### src/rtl/ars_regs.vh
// Purpose: Offsets, field positions, reset values and codes of the
//          axis homing block.
// Assumes: Included by its bare name from rtl/ design files.
// Notes:   Definitions only.
`ifndef ARS_REGS_VH
`define ARS_REGS_VH

// Register byte offsets on the APB slave
`define ARS_OFF_CMD      12'h000
`define ARS_OFF_MODE     12'h004
`define ARS_OFF_SVEL     12'h008
`define ARS_OFF_CVEL     12'h00C
`define ARS_OFF_DIST     12'h010
`define ARS_OFF_STOPEN   12'h014
`define ARS_OFF_STATUS   12'h018
`define ARS_OFF_CENTRE   12'h01C

// Command codes written to the command register
`define ARS_CMD_START    32'h0000_0000
`define ARS_CMD_STOP     32'h0000_0001
`define ARS_CMD_QUERY    32'h0000_0002

// Mode field: base value in low bits, swap and polarity flags above
`define ARS_MODE_SWAP    6
`define ARS_MODE_INV     7
`define ARS_BASE_MIN     6'h01
`define ARS_BASE_LAST_SW 6'h04
`define ARS_BASE_MAX     6'h08

// Status register field positions
`define ARS_ST_BUSY      0
`define ARS_ST_DONE      1
`define ARS_ST_MODE_ERR  2
`define ARS_ST_STATE_LO  8
`define ARS_ST_SW_LO     16

// Reset values
`define ARS_RST_MODE     8'h01
`define ARS_RST_SVEL     32'h0000_1000
`define ARS_RST_CVEL     32'h0000_0100
`define ARS_RST_STOPEN   2'h0

`endif

### src/rtl/ars_dummy_never.v
// Purpose: none
`timescale 1ns/100ps

### src/rtl/ars_search.v
// Purpose: Per-axis homing state machine with APB register access.
// Assumes: Switch inputs and ramp position synchronous to clk; the ramp
//          follows motion_run, motion_dir and motion_vel.
// Notes:   Notes on behaviour
// Notes on behaviour
// - Command register starts, aborts, or queries homing.
// - Auto-stop enables never affect the search.
// - Search velocity until first target switch detection.
// - Creep off, re-enter, origin at midpoint.
// - Calibration moves use calibration velocity.
// - Mode base 1 to 8 picks procedure.
// - Mode 1 homes on left switch only.
// - Mode 65 homes on right switch instead.
// - Mode 2 right switch, then left origin.
// - Mode 2 reports switch separation in microsteps.
// - Mode 66 left first, right origin.
// - Mode 3 right, then left switch centre.
// - Mode 3 reports right to left-centre distance.
// - Mode 67 left first, right centre origin.
// - Mode 4 and 68 centre single switch.
// - Mode 5 home negative, reverse at left.
// - Mode 6 home positive, reverse at right.
// - Mode 7 home positive, limits ignored.
// - Mode 8 home negative, limits ignored.
// - Adding 128 inverts home switch polarity.
// - Encoder counter cleared when homing finishes.
`timescale 1ns/100ps
`default_nettype none
`include "ars_regs.vh"

module ars_search (
    input  wire        clk,
    input  wire        rst,
    input  wire [11:0] paddr,
    input  wire        psel,
    input  wire        penable,
    input  wire        pwrite,
    input  wire [31:0] pwdata,
    output reg  [31:0] prdata,
    output wire        pready,
    output wire        pslverr,
    input  wire        sw_left,
    input  wire        sw_right,
    input  wire        sw_home,
    input  wire [31:0] position,
    output wire        motion_run,
    output reg         motion_dir,
    output reg  [31:0] motion_vel,
    output reg         zero_load,
    output reg  [31:0] zero_value,
    output reg         enc_clear,
    output wire        busy
);

    // One-hot states
    localparam [6:0] ST_IDLE    = 7'h01;
    localparam [6:0] ST_FAR     = 7'h02;
    localparam [6:0] ST_SEEK    = 7'h04;
    localparam [6:0] ST_LEAVE   = 7'h08;
    localparam [6:0] ST_REENTER = 7'h10;
    localparam [6:0] ST_CROSS   = 7'h20;
    localparam [6:0] ST_FINISH  = 7'h40;

    // Target switch select codes
    localparam [1:0] TGT_LEFT  = 2'h0;
    localparam [1:0] TGT_RIGHT = 2'h1;
    localparam [1:0] TGT_HOME  = 2'h2;

    reg  [6:0]  state;
    reg  [7:0]  mode_sel;
    reg  [7:0]  run_mode;
    reg  [31:0] search_vel;
    reg  [31:0] cal_vel;
    reg  [31:0] distance;
    reg  [1:0]  stop_enable;
    reg         done;
    reg         mode_err;
    reg         reversed;
    reg  [31:0] p_far;
    reg  [31:0] p_first;
    reg  [31:0] p_a;
    reg  [31:0] p_b;
    wire        l_act;
    wire        r_act;
    wire        h_act;

    // Distance without sign, for travel reports
    function [31:0] ars_absdiff;
        input [31:0] a;
        input [31:0] b;
        reg   [31:0] d;
        begin
            d = a - b;
            ars_absdiff = d[31] ? (~d + 32'h0000_0001) : d;
        end
    endfunction

    // APB decode; zero wait states
    wire        apb_wr   = psel & penable & pwrite;
    wire        apb_set  = psel & ~penable;
    wire        hit_cmd  = (paddr == `ARS_OFF_CMD);
    wire        hit_mode = (paddr == `ARS_OFF_MODE);
    wire        hit_svel = (paddr == `ARS_OFF_SVEL);
    wire        hit_cvel = (paddr == `ARS_OFF_CVEL);
    wire        hit_dist = (paddr == `ARS_OFF_DIST);
    wire        hit_sten = (paddr == `ARS_OFF_STOPEN);
    wire        hit_stat = (paddr == `ARS_OFF_STATUS);
    wire        hit_cent = (paddr == `ARS_OFF_CENTRE);
    wire        hit_any  = hit_cmd | hit_mode | hit_svel | hit_cvel |
                           hit_dist | hit_sten | hit_stat | hit_cent;
    wire        start_req = apb_wr & hit_cmd &
                            (pwdata == `ARS_CMD_START);
    wire        stop_req  = apb_wr & hit_cmd &
                            (pwdata == `ARS_CMD_STOP);

    assign pready  = 1'b1;
    assign pslverr = psel & penable & ~hit_any;

    // Mode in force: live setting while idle, latched copy while running
    wire [7:0]  cfg_mode = state[0] ? mode_sel : run_mode;
    wire [5:0]  base     = cfg_mode[5:0];
    wire        swap     = cfg_mode[`ARS_MODE_SWAP];
    wire        inv      = cfg_mode[`ARS_MODE_INV];
    wire        base_sw  = (base >= `ARS_BASE_MIN) &
                           (base <= `ARS_BASE_LAST_SW);
    wire        base_hm  = (base > `ARS_BASE_LAST_SW) &
                           (base <= `ARS_BASE_MAX);
    // Swap only for switch modes, polarity only for home modes
    wire        mode_ok  = (base_sw & ~inv) | (base_hm & ~swap);
    wire        two_stage = (base == 6'h02) | (base == 6'h03);
    wire        rev_en    = (base == 6'h05) | (base == 6'h06);

    // Target switch and seek direction, direction 1 is positive
    reg  [1:0]  tgt_sel;
    reg         seek_dir;
    always @* begin
        tgt_sel  = TGT_LEFT;
        seek_dir = 1'b0;
        case (base)
            6'h01, 6'h02, 6'h03, 6'h04: begin
                tgt_sel  = swap ? TGT_RIGHT : TGT_LEFT;
                seek_dir = swap;
            end
            6'h05: begin
                tgt_sel  = TGT_HOME;
                seek_dir = 1'b0;
            end
            6'h06, 6'h07: begin
                tgt_sel  = TGT_HOME;
                seek_dir = 1'b1;
            end
            6'h08: begin
                tgt_sel  = TGT_HOME;
                seek_dir = 1'b0;
            end
            default: begin
                tgt_sel  = TGT_LEFT;
                seek_dir = 1'b0;
            end
        endcase
    end

    // Switch inputs; only the home input takes the polarity flag
    ars_swin u_left (
        .clk    (clk),
        .rst    (rst),
        .raw    (sw_left),
        .invert (1'b0),
        .active (l_act)
    );

    ars_swin u_right (
        .clk    (clk),
        .rst    (rst),
        .raw    (sw_right),
        .invert (1'b0),
        .active (r_act)
    );

    ars_swin u_home (
        .clk    (clk),
        .rst    (rst),
        .raw    (sw_home),
        .invert (inv & base_hm),
        .active (h_act)
    );

    // Auto-stop enables never enter these terms
    wire tgt_act = (tgt_sel == TGT_HOME)  ? h_act :
                   (tgt_sel == TGT_RIGHT) ? r_act : l_act;
    // First-stage switch lies opposite the target
    wire far_act = swap ? l_act : r_act;
    wire far_dir = ~swap;
    // Limit in the current travel direction, used by reversing modes
    wire lim_act = motion_dir ? r_act : l_act;

    // Midpoint of the two calibrated switching points
    wire [32:0] pair_sum = {p_a[31], p_a} + {p_b[31], p_b};
    wire [31:0] centre   = pair_sum[32:1];

    assign busy       = ~state[0];
    assign motion_run = ~state[0] & ~state[6];

    // Homing state machine; abort wins over any progress
    always @(posedge clk or posedge rst) begin
        if (rst) begin
            state      <= ST_IDLE;
            run_mode   <= 8'h00;
            motion_dir <= 1'b0;
            reversed   <= 1'b0;
            done       <= 1'b0;
            mode_err   <= 1'b0;
            p_far      <= 32'h0000_0000;
            p_first    <= 32'h0000_0000;
            p_a        <= 32'h0000_0000;
            p_b        <= 32'h0000_0000;
            distance   <= 32'h0000_0000;
            zero_load  <= 1'b0;
            zero_value <= 32'h0000_0000;
            enc_clear  <= 1'b0;
        end else begin
            zero_load <= 1'b0;
            enc_clear <= 1'b0;
            if (stop_req && busy) begin
                state <= ST_IDLE;
            end else begin
                case (state)
                    ST_IDLE: begin
                        if (start_req && mode_ok) begin
                            run_mode   <= mode_sel;
                            done       <= 1'b0;
                            mode_err   <= 1'b0;
                            reversed   <= 1'b0;
                            motion_dir <= two_stage ? far_dir : seek_dir;
                            state      <= two_stage ? ST_FAR : ST_SEEK;
                        end else if (start_req) begin
                            mode_err <= 1'b1;
                        end
                    end
                    ST_FAR: begin
                        if (far_act) begin
                            p_far      <= position;
                            motion_dir <= seek_dir;
                            state      <= ST_SEEK;
                        end
                    end
                    ST_SEEK: begin
                        if (tgt_act) begin
                            p_first <= position;
                            state   <= ST_LEAVE;
                        end else if (rev_en && lim_act && !reversed) begin
                            motion_dir <= ~motion_dir;
                            reversed   <= 1'b1;
                        end
                    end
                    ST_LEAVE: begin
                        if (!tgt_act) begin
                            motion_dir <= ~motion_dir;
                            state      <= ST_REENTER;
                        end
                    end
                    ST_REENTER: begin
                        if (tgt_act) begin
                            p_a   <= position;
                            state <= ST_CROSS;
                        end
                    end
                    ST_CROSS: begin
                        if (!tgt_act) begin
                            p_b   <= position;
                            state <= ST_FINISH;
                        end
                    end
                    ST_FINISH: begin
                        zero_value <= position - centre;
                        zero_load  <= 1'b1;
                        enc_clear  <= 1'b1;
                        done       <= 1'b1;
                        if (base == 6'h02) begin
                            distance <= ars_absdiff(p_far, p_first);
                        end else if (base == 6'h03) begin
                            distance <= ars_absdiff(p_far, centre);
                        end
                        state <= ST_IDLE;
                    end
                    default: begin
                        state <= ST_IDLE;
                    end
                endcase
            end
        end
    end

    // Velocity to the ramp; one cycle behind the state on purpose
    always @(posedge clk or posedge rst) begin
        if (rst) begin
            motion_vel <= 32'h0000_0000;
        end else if (state[3] | state[4] | state[5]) begin
            motion_vel <= cal_vel;
        end else if (state[1] | state[2]) begin
            motion_vel <= search_vel;
        end else begin
            motion_vel <= 32'h0000_0000;
        end
    end

    // Writable settings
    always @(posedge clk or posedge rst) begin
        if (rst) begin
            mode_sel    <= `ARS_RST_MODE;
            search_vel  <= `ARS_RST_SVEL;
            cal_vel     <= `ARS_RST_CVEL;
            stop_enable <= `ARS_RST_STOPEN;
        end else if (apb_wr) begin
            if (hit_mode) begin
                mode_sel <= pwdata[7:0];
            end
            if (hit_svel) begin
                search_vel <= pwdata;
            end
            if (hit_cvel) begin
                cal_vel <= pwdata;
            end
            // Held for software only, the search never looks at it
            if (hit_sten) begin
                stop_enable <= pwdata[1:0];
            end
        end
    end

    // Read data captured in the setup phase, stable through access
    always @(posedge clk or posedge rst) begin
        if (rst) begin
            prdata <= 32'h0000_0000;
        end else if (apb_set && !pwrite) begin
            prdata <= 32'h0000_0000;
            if (hit_cmd) begin
                prdata <= {31'h0000_0000, busy};
            end
            if (hit_mode) begin
                prdata <= {24'h00_0000, mode_sel};
            end
            if (hit_svel) begin
                prdata <= search_vel;
            end
            if (hit_cvel) begin
                prdata <= cal_vel;
            end
            if (hit_dist) begin
                prdata <= distance;
            end
            if (hit_sten) begin
                prdata <= {30'h0000_0000, stop_enable};
            end
            if (hit_stat) begin
                prdata <= {13'h0000, h_act, r_act, l_act,
                           1'b0, state, 5'h00,
                           mode_err, done, busy};
            end
            if (hit_cent) begin
                prdata <= centre;
            end
        end
    end

endmodule // ars_search

`default_nettype wire

### src/rtl/ars_swin.v
// Purpose: Registers one switch input with selectable active polarity.
// Assumes: Input is synchronous to clk.
// Notes:   Output is high while the switch counts as active.
`timescale 1ns/100ps
`default_nettype none

module ars_swin (
    input  wire clk,
    input  wire rst,
    input  wire raw,
    input  wire invert,
    output reg  active
);

    // One flop; polarity applied before it
    always @(posedge clk or posedge rst) begin
        if (rst) begin
            active <= 1'b0;
        end else begin
            active <= raw ^ invert;
        end
    end

endmodule // ars_swin

`default_nettype wire

### config.mk
export PLATFORM = sky130hd
export DESIGN_NAME = ars_search
export DESIGN_NICKNAME = d
export VERILOG_FILES = /design/src/rtl/ars_dummy_never.v /design/src/rtl/ars_search.v /design/src/rtl/ars_swin.v
export VERILOG_INCLUDE_DIRS = /design/src /design/src/rtl
export SDC_FILE = /design/constraint.sdc
export NUM_CORES = 1
export LEC_CHECK = 0
export BUFFER_PORTS_ARGS = -buffer_cell sky130_fd_sc_hd__buf_2
export CAP_MARGIN = 5
export CORE_MARGIN = 2
export CORE_UTILIZATION = 55
export DETAILED_ROUTE_END_ITERATION = 10
export GPL_TIMING_DRIVEN = 0
export PLACE_DENSITY_LB_ADDON = 0.2
export SYNTH_ARGS = -nofsm -noshare
export SYNTH_HDL_FRONTEND = slang
export SYNTH_SLANG_ARGS = --single-unit
### constraint.sdc
create_clock -name clk -period 31.4 [get_ports clk]
set_input_delay 1.57 -clock clk [delete_from_list [all_inputs] [get_ports clk]]
set_output_delay 1.57 -clock clk [all_outputs]
set_load 0.05 [all_outputs]
==> results.md, run 1 <==
- Status: finished clean
- # rows: 74
- CP Class: flop to flop
- Buffers added on ports: 180
- Routed Antenna Nets: 0
- Critical Path Max Stage Delay: 0.50 ns
- CP Max Fanout: 10
- Clock slew at reported path FFs: 0.06 ns
- Root buffer cell: clkbuf_16
- Nets: 2863
- Util after Layout: 0.6330
- LEAKAGE: 12.07 nW
- Worst EP required: 31.89 ns
- Die area: 43280 um^2
- Clock Sinks: 353
- YS warnings: 0
- Post-synth EDFFs: 0
- Die W: 208.0 um
- Worst-margin pin slew: 1.278 ns
- Startpoint Class: flop
- Largest net degree at the start of global routing: 134
- Vias: 19950
- Yosys reg bits: 353
- HP Class: flop to flop
- Initial antenna violation count: 0
- Finished Layout Cells: 3245
- Hold Vio Cnt, Final: 0
- Maximum buffer depth of the clock tree: 3
- CP endpoint kind: flop
- Mapped Cells: 2457
- CTS tree: done
- Average size of a mapped cell: 9.319 um^2
- Final setup skew: 0.01903 ns
- Final worst path period share: 0.2253
- Vias in the first global route: 20030
- RD Place Congestion: 0.9814
- Post-synthesis instance area: 22900 um^2
- Initial core utilization: 0.5595
- Crit path DAT: 7.56 ns
- Net Count, Synth: 2637
- CTS Hold Bufs: 0
- Max cap viols: 0
- Power Density: 46.46 nW/um^2
- Final setup violation count: 0
- Netlist cell types: 117
- Register area share after synthesis: 0.3860
- Final min period: 7.073 ns
- # IOs: 187
- Final Max Slew Viols: 0
- Flop2flop setup slack: 24.33 ns
- DRT Pass-1 Iters: 8
- Post-Route Setup TNS: 0 ns
- # Post-CTS Setup Buffers: 0
- Post-cts sizing count: 0
- Number of buffers created by CTS: 40
- Drt drc: 0
- Post-synth ARST share: 1.000
- N_diodes: 0
- Total Routing Usage GR: 0.3204
- Die H: 208.0 um
- Post-place setup slack: 23.75 ns
- Initial drt markers: 1907
- Area Growth Syn to Fin: 13.13%
- First-pass GRT wire length: 110.3 mm
- Gr ovfl total: 0
- Maximum clock frequency: 141.4 MHz
- Fraction of layout cells with a size suffix above 1: 0.1946
- Clk_lat worst skew: 0.58 ns
- DRT Wirelength: 69.84 mm
- Routed length per instance: 21.52 um
- Via-to-Cell Ratio: 6.149
- Top FF cell, synth: dfrtp_1
- RSZ-0062 raised after global routing: false
- Core footprint: 40920 um^2
- Slowest library cell on the worst path: xnor2_1
- Peak supply drop: 0.02969 mV
- Slew Limit Headroom: 0.1452
- HPWL Detailed: 54.37 mm
- Final worst slack: 24.33 ns
- Max H-tree Level: 2
- Cell count after placement: 3172
[where the power goes]
| group | switching, mW | internal (mW) | total, mW |
|---|---|---|---|
| logic | 0.154 | 0.0912 | 0.245 |
| registers | 0.00767 | 0.466 | 0.473 |
| clock network | 0.199 | 0.286 | 0.485 |
| total | 0.361 | 0.843 | 1.20 |
[layout by cell type, fill, tap and decap left out, drive strengths merged, types with 13 or more instances in the layout]
| cell | Yosys | layout |
|---|---|---|
| a211oi | 21 | 21 |
| a21o | 26 | 26 |
| a21oi | 114 | 114 |
| a222oi | 24 | 24 |
| a22oi | 32 | 32 |
| a31oi | 34 | 34 |
| and2 | 24 | 24 |
| and3 | 28 | 28 |
| buf | 35 | 219 |
| clkbuf | 85 | 142 |
| dfrtp | 349 | 349 |
| ha | 92 | 92 |
| inv | 104 | 106 |
| maj3 | 26 | 26 |
| mux2 | 166 | 166 |
| mux2i | 13 | 13 |
| nand2 | 307 | 307 |
| nand2b | 28 | 28 |
| nand3 | 65 | 65 |
| nor2 | 130 | 130 |
| nor2b | 19 | 19 |
| nor3 | 44 | 44 |
| nor4 | 23 | 23 |
| o2111ai | 14 | 14 |
| o211ai | 21 | 21 |
| o21a | 34 | 34 |
| o21ai | 198 | 198 |
| or2 | 23 | 23 |
| or3 | 19 | 19 |
| xnor2 | 119 | 119 |
| xor2 | 69 | 69 |
[synth_stat cells, types with 32 or more instances]
cell type,n,share of area
nor3_1,43,0.0094
o21ai_0,177,0.039
a31oi_1,34,0.0093
clkbuf_1,82,0.013
xnor2_1,115,0.044
nand2_1,305,0.050
a22oi_1,32,0.010
xor2_1,68,0.026
nand3_1,65,0.014
ha_1,92,0.050
inv_1,104,0.017
dfrtp_1,349,0.38
nor2_1,130,0.021
o21a_1,32,0.010
mux2_2,165,0.081
a21oi_1,113,0.025
[registers in the layout (all words and copies together), names as in the netlist, 2 cells and up]
signal,cells
cal_vel,32
distance,32
motion_vel,32
p_a,32
p_b,32
p_far,32
p_first,32
prdata,32
search_vel,32
zero_value,32
mode_sel,8
run_mode,8
state,7
stop_enable,2
[layout make-up]
type | count | area (um^2)
Timing Repair Buffer | 184 | 972.2
Inverter | 104 | 397.9
Buffer | 121 | 560.5
Clock inverter | 15 | 168.9
Multi-Input combinational cell | 1879 | 13120
Fill cell | 3455 | 15020
Tap cell | 532 | 665.6
Sequential cell | 353 | 8838
Clock buffer | 57 | 1176
[stage by stage]
step,hold WS (ns),area (um^2),power (mW)
6_report,0.4721,25900,1.203
5_1_grt,0.5024,25900,1.250
4_1_cts,0.4747,25890,1.205
3_5_place_dp,0.4620,24550,0.7224
3_3_place_gp,0.4579,24460,0.7165
2_1_floorplan,0.4446,22900,0.6589
[metal layers]
metal	track usage	wire [um]
met5	0	0
met1	0.4352	30810
met4	0.1257	2477
met2	0.5219	32270
met3	0.04242	4279
[logic make-up (layout without fill, tap and decap cells)]
logic type | count (synthesis) | after routing | share of synthesized area
AOI/OAI and AO/OA | 635 | 635 | 0.1861
xor gates and xnor gates | 190 | 190 | 0.07656
adders and majority gates | 122 | 122 | 0.06546
buffers and inverters | 225 | 481 | 0.04153
DFF | 353 | 353 | 0.3860
muxes | 179 | 179 | 0.08732
other | 1 | 1 | 0.0001638
and+or+nand+nor | 752 | 752 | 0.1569
[worst max-delay path, delay by kind of cell (launching register included)]
kind,cells,cell delay [ns]
XOR/XNOR,3,1.12
AND/OR/NAND/NOR,3,0.48
flip-flops,1,0.39
buffers and inverters,2,0.48
AO/OA/AOI/OAI,14,3.18
adder cells (fa/ha/maj),4,1.33
[path summary, 6_finish.rpt]
check / startpoint / to / cells past startpoint
worst min register to register: prdata[2] / prdata[2] / 1
worst min-delay path: prdata[2] / prdata[2] / 1
min in group asynchronous: rst / motion_vel[7] / 2
max in group asynchronous: rst / zero_value[22] / 3
worst max-delay path: p_a[1] / distance[27] / 26
worst max register to register: p_a[1] / distance[27] / 26
Note: power is estimated with default switching activity, not from simulation.
==> run 2: changes to the inputs <==
Clock period 31.4 ns to 6.2 ns, I/O delays scaled along.
==> run 2 against run 1 <==
Cell count up 1.5%. Wire length up 1.2%. Critical endpoint is now distance[5]. Largest power group unchanged. Clock power rose to 5.2 times the previous value. Register-to-register slack worse by 24 ns. Sequential power rose to 5.1 times the previous value. Non-clock buffer count up 48. Clock-buffer cell count down 2. Combinational power rose to 5.3 times the previous value. Fmax up 15%. Global-route usage up 0.10 points.
==> results.md, run 2 (synthesis results as in run 1) <==
- GRT Max-Usage Layer: met2
- CTS tree: done
- Nets: 2911
- Peak supply drop: 0.1692 mV
- Final setup skew: 0.02349 ns
- Maximum clock frequency: 162.2 MHz
- Clock Sinks: 353
- Worst EP required: 6.67 ns
- Hold path startpoint: pwdata[4]
- Clk_lat worst skew: 0.59 ns
- DRT Pass-1 Iters: 6
- Die H: 208.0 um
- Most common cell after layout, fill and taps aside: dfrtp_1
- Final worst path period share: 0.9944
- Fraction of layout cells with a size suffix above 1: 0.2143
- Final min period: 6.165 ns
- LEAKAGE: 12.39 nW
- Flop2flop setup slack: 0.03 ns
- Routing usage on met2: 0.5317
- Largest net degree at the start of global routing: 45
- HPWL Detailed: 54.78 mm
- DRT Wirelength: 70.64 mm
- Worst path top cell family by delay: compound AO/OA/AOI/OAI gates
- Worst R2R Path Depth: 24
- Clock slew at reported path FFs: 0.06 ns
- Root buffer cell: clkbuf_16
- Initial core utilization: 0.5595
- Routed Antenna Nets: 0
- Grt met3 use: 0.04468
- Area Growth Syn to Fin: 16.66%
- Multi-input gate area: 13390 um^2
- Status: finished clean
- Critical Path Max Stage Delay: 0.41 ns
- Maximum buffer depth of the clock tree: 3
- Crit-path cells: nand2_2, fa_2, and2b_2, buf_4, o2111a_2, nor3_2, or2_4, ha_4, o211a_1, a211oi_2, a21oi_2, maj3_2, maj3_2, o2111ai_2, nand2_1, a221o_1, a2111oi_4, o21ai_2, a31o_1, a21o_4, xor2_4, o31a_1, xnor2_2, a221o_1
- Vias: 20010
- Grt met1 use: 0.4352
- Total Routing Usage GR: 0.3214
- Most frequent cells in the layout: dfrtp_1, nand2_1, buf_2
- # fillers: 3340
- Vias in the first global route: 20040
- Number of buffers created by CTS: 40
- Buffers added on ports: 180
- # rows: 74
- Max cap viols: 0
- Max H-tree Level: 2
- Crit path DAT: 6.64 ns
- Slew Limit Headroom: 0.2160
- Seq. cell area: 8838 um^2
- Via-to-Cell Ratio: 6.075
- HP Class: primary input to flop
- Worst r2r dst: distance[5]
- Core footprint: 40920 um^2
- Worst-margin pin slew: 1.172 ns
- Hold Path Stages: 2
- CP Max Fanout: 6
- Buf/Inv on CP: 1
- Power Density: 233.7 nW/um^2
- Hold Vio Cnt, Final: 0
- # IOs: 187
- Post-Route Setup TNS: 0 ns
- Startpoint Class: flop
- RD Place Congestion: 0.9467
- N_diodes: 0
- Die area: 43280 um^2
- Final setup violation count: 0
- Gr ovfl total: 0
- Min-Delay Endpoint: cal_vel[4]
- CP Class: flop to flop
- Final Max Slew Viols: 0
- Worst r2r src: p_b[0]
- Slowest library cell on the worst path: a221o_1
- CP endpoint kind: flop
- First-pass GRT wire length: 110.4 mm
- Routed length per instance: 21.45 um
- Die W: 208.0 um
- Initial antenna violation count: 0
- Drt drc: 0
- Finished Layout Cells: 3294
- Initial drt markers: 1792
- Cell count after placement: 3179
- RSZ-0062 raised after global routing: true
-- run 2: changes by cell type in the layout (fill, tap and decap cells not counted), sizes merged --
cell	delta
inv	-1
clkinv	+3
clkinvlp	-1
buf	+29
dlygate4sd3	+18
bufinv	+2
clkbuf	-1
-- run 2: repair_timing --
action / CTS / global route
hold buffers: 18 / 0
cloned: 0 / 1
endpoints found under the hold margin: 41 / 0
gates resized for setup: 20 / 25
setup buffers: 8 / 15
setup endpoints to repair: 36 / 38
pin swaps: 8 / 32
-- run 2: report_power, final --
part	switching [mW]	internal, mW
combinational	0.796	0.503
sequential	0.0399	2.36
clock	1.03	1.52
-- run 2: worst max-delay path by stage --
stage                       from        endpoint  slack (ns)  depth (start not counted)
final                     p_b[0]     distance[5]        0.03                         24
after global routing      p_b[0]     distance[5]       -0.09                         25
after CTS                 p_a[1]     distance[5]        0.02                         25
after detailed placement  p_a[1]    distance[27]       -0.68                         26
after global placement       rst  zero_value[31]       -0.77                          2
after floorplan           p_a[1]    distance[26]        0.64                         23
-- run 2: layer usage --
metal	vias up	wire length, um
met5	-	0
met4	0	2287
met1	9776	30920
met3	127	4235
li1	9391	-
met2	716	33200
-- run 2: through the flow --
stage	power (mW)	hold WS (ns)	utilization	instance area (um^2)	setup WS (ns)
3_3_place_gp	3.629	0.4202	0.5979	24470	-0.7683
2_1_floorplan	3.338	0.3414	-	22900	0.6448
3_5_place_dp	3.664	0.3312	0.6028	24670	-0.6832
4_1_cts	6.236	0.001456	0.6462	26440	0.01511
5_1_grt	6.498	0.003714	0.6527	26710	-0.09147
6_report	6.242	0.02108	0.6527	26710	0.03495
-- run 2: worst reg2reg max path: cells and delay by family (launching register included) --
| kind | cells | cell delay [ns] |
|---|---|---|
| buf+inv | 1 | 0.12 |
| simple gates | 5 | 0.79 |
| flops | 1 | 0.38 |
| compound gates | 12 | 2.98 |
| xor+xnor | 2 | 0.44 |
| fa+ha+maj | 4 | 1.36 |
-- run 2: cell type report --
| type | count | share of cell area |
|---|---|---|
| Buffer | 121 | 0.02122 |
| Clock buffer | 55 | 0.04295 |
| Clock inverter | 18 | 0.009790 |
| Inverter | 104 | 0.01475 |
| Sequential cell | 353 | 0.3309 |
| Timing Repair Buffer | 232 | 0.05419 |
| Tap cell | 532 | 0.02492 |
| Multi-Input combinational cell | 1879 | 0.5013 |
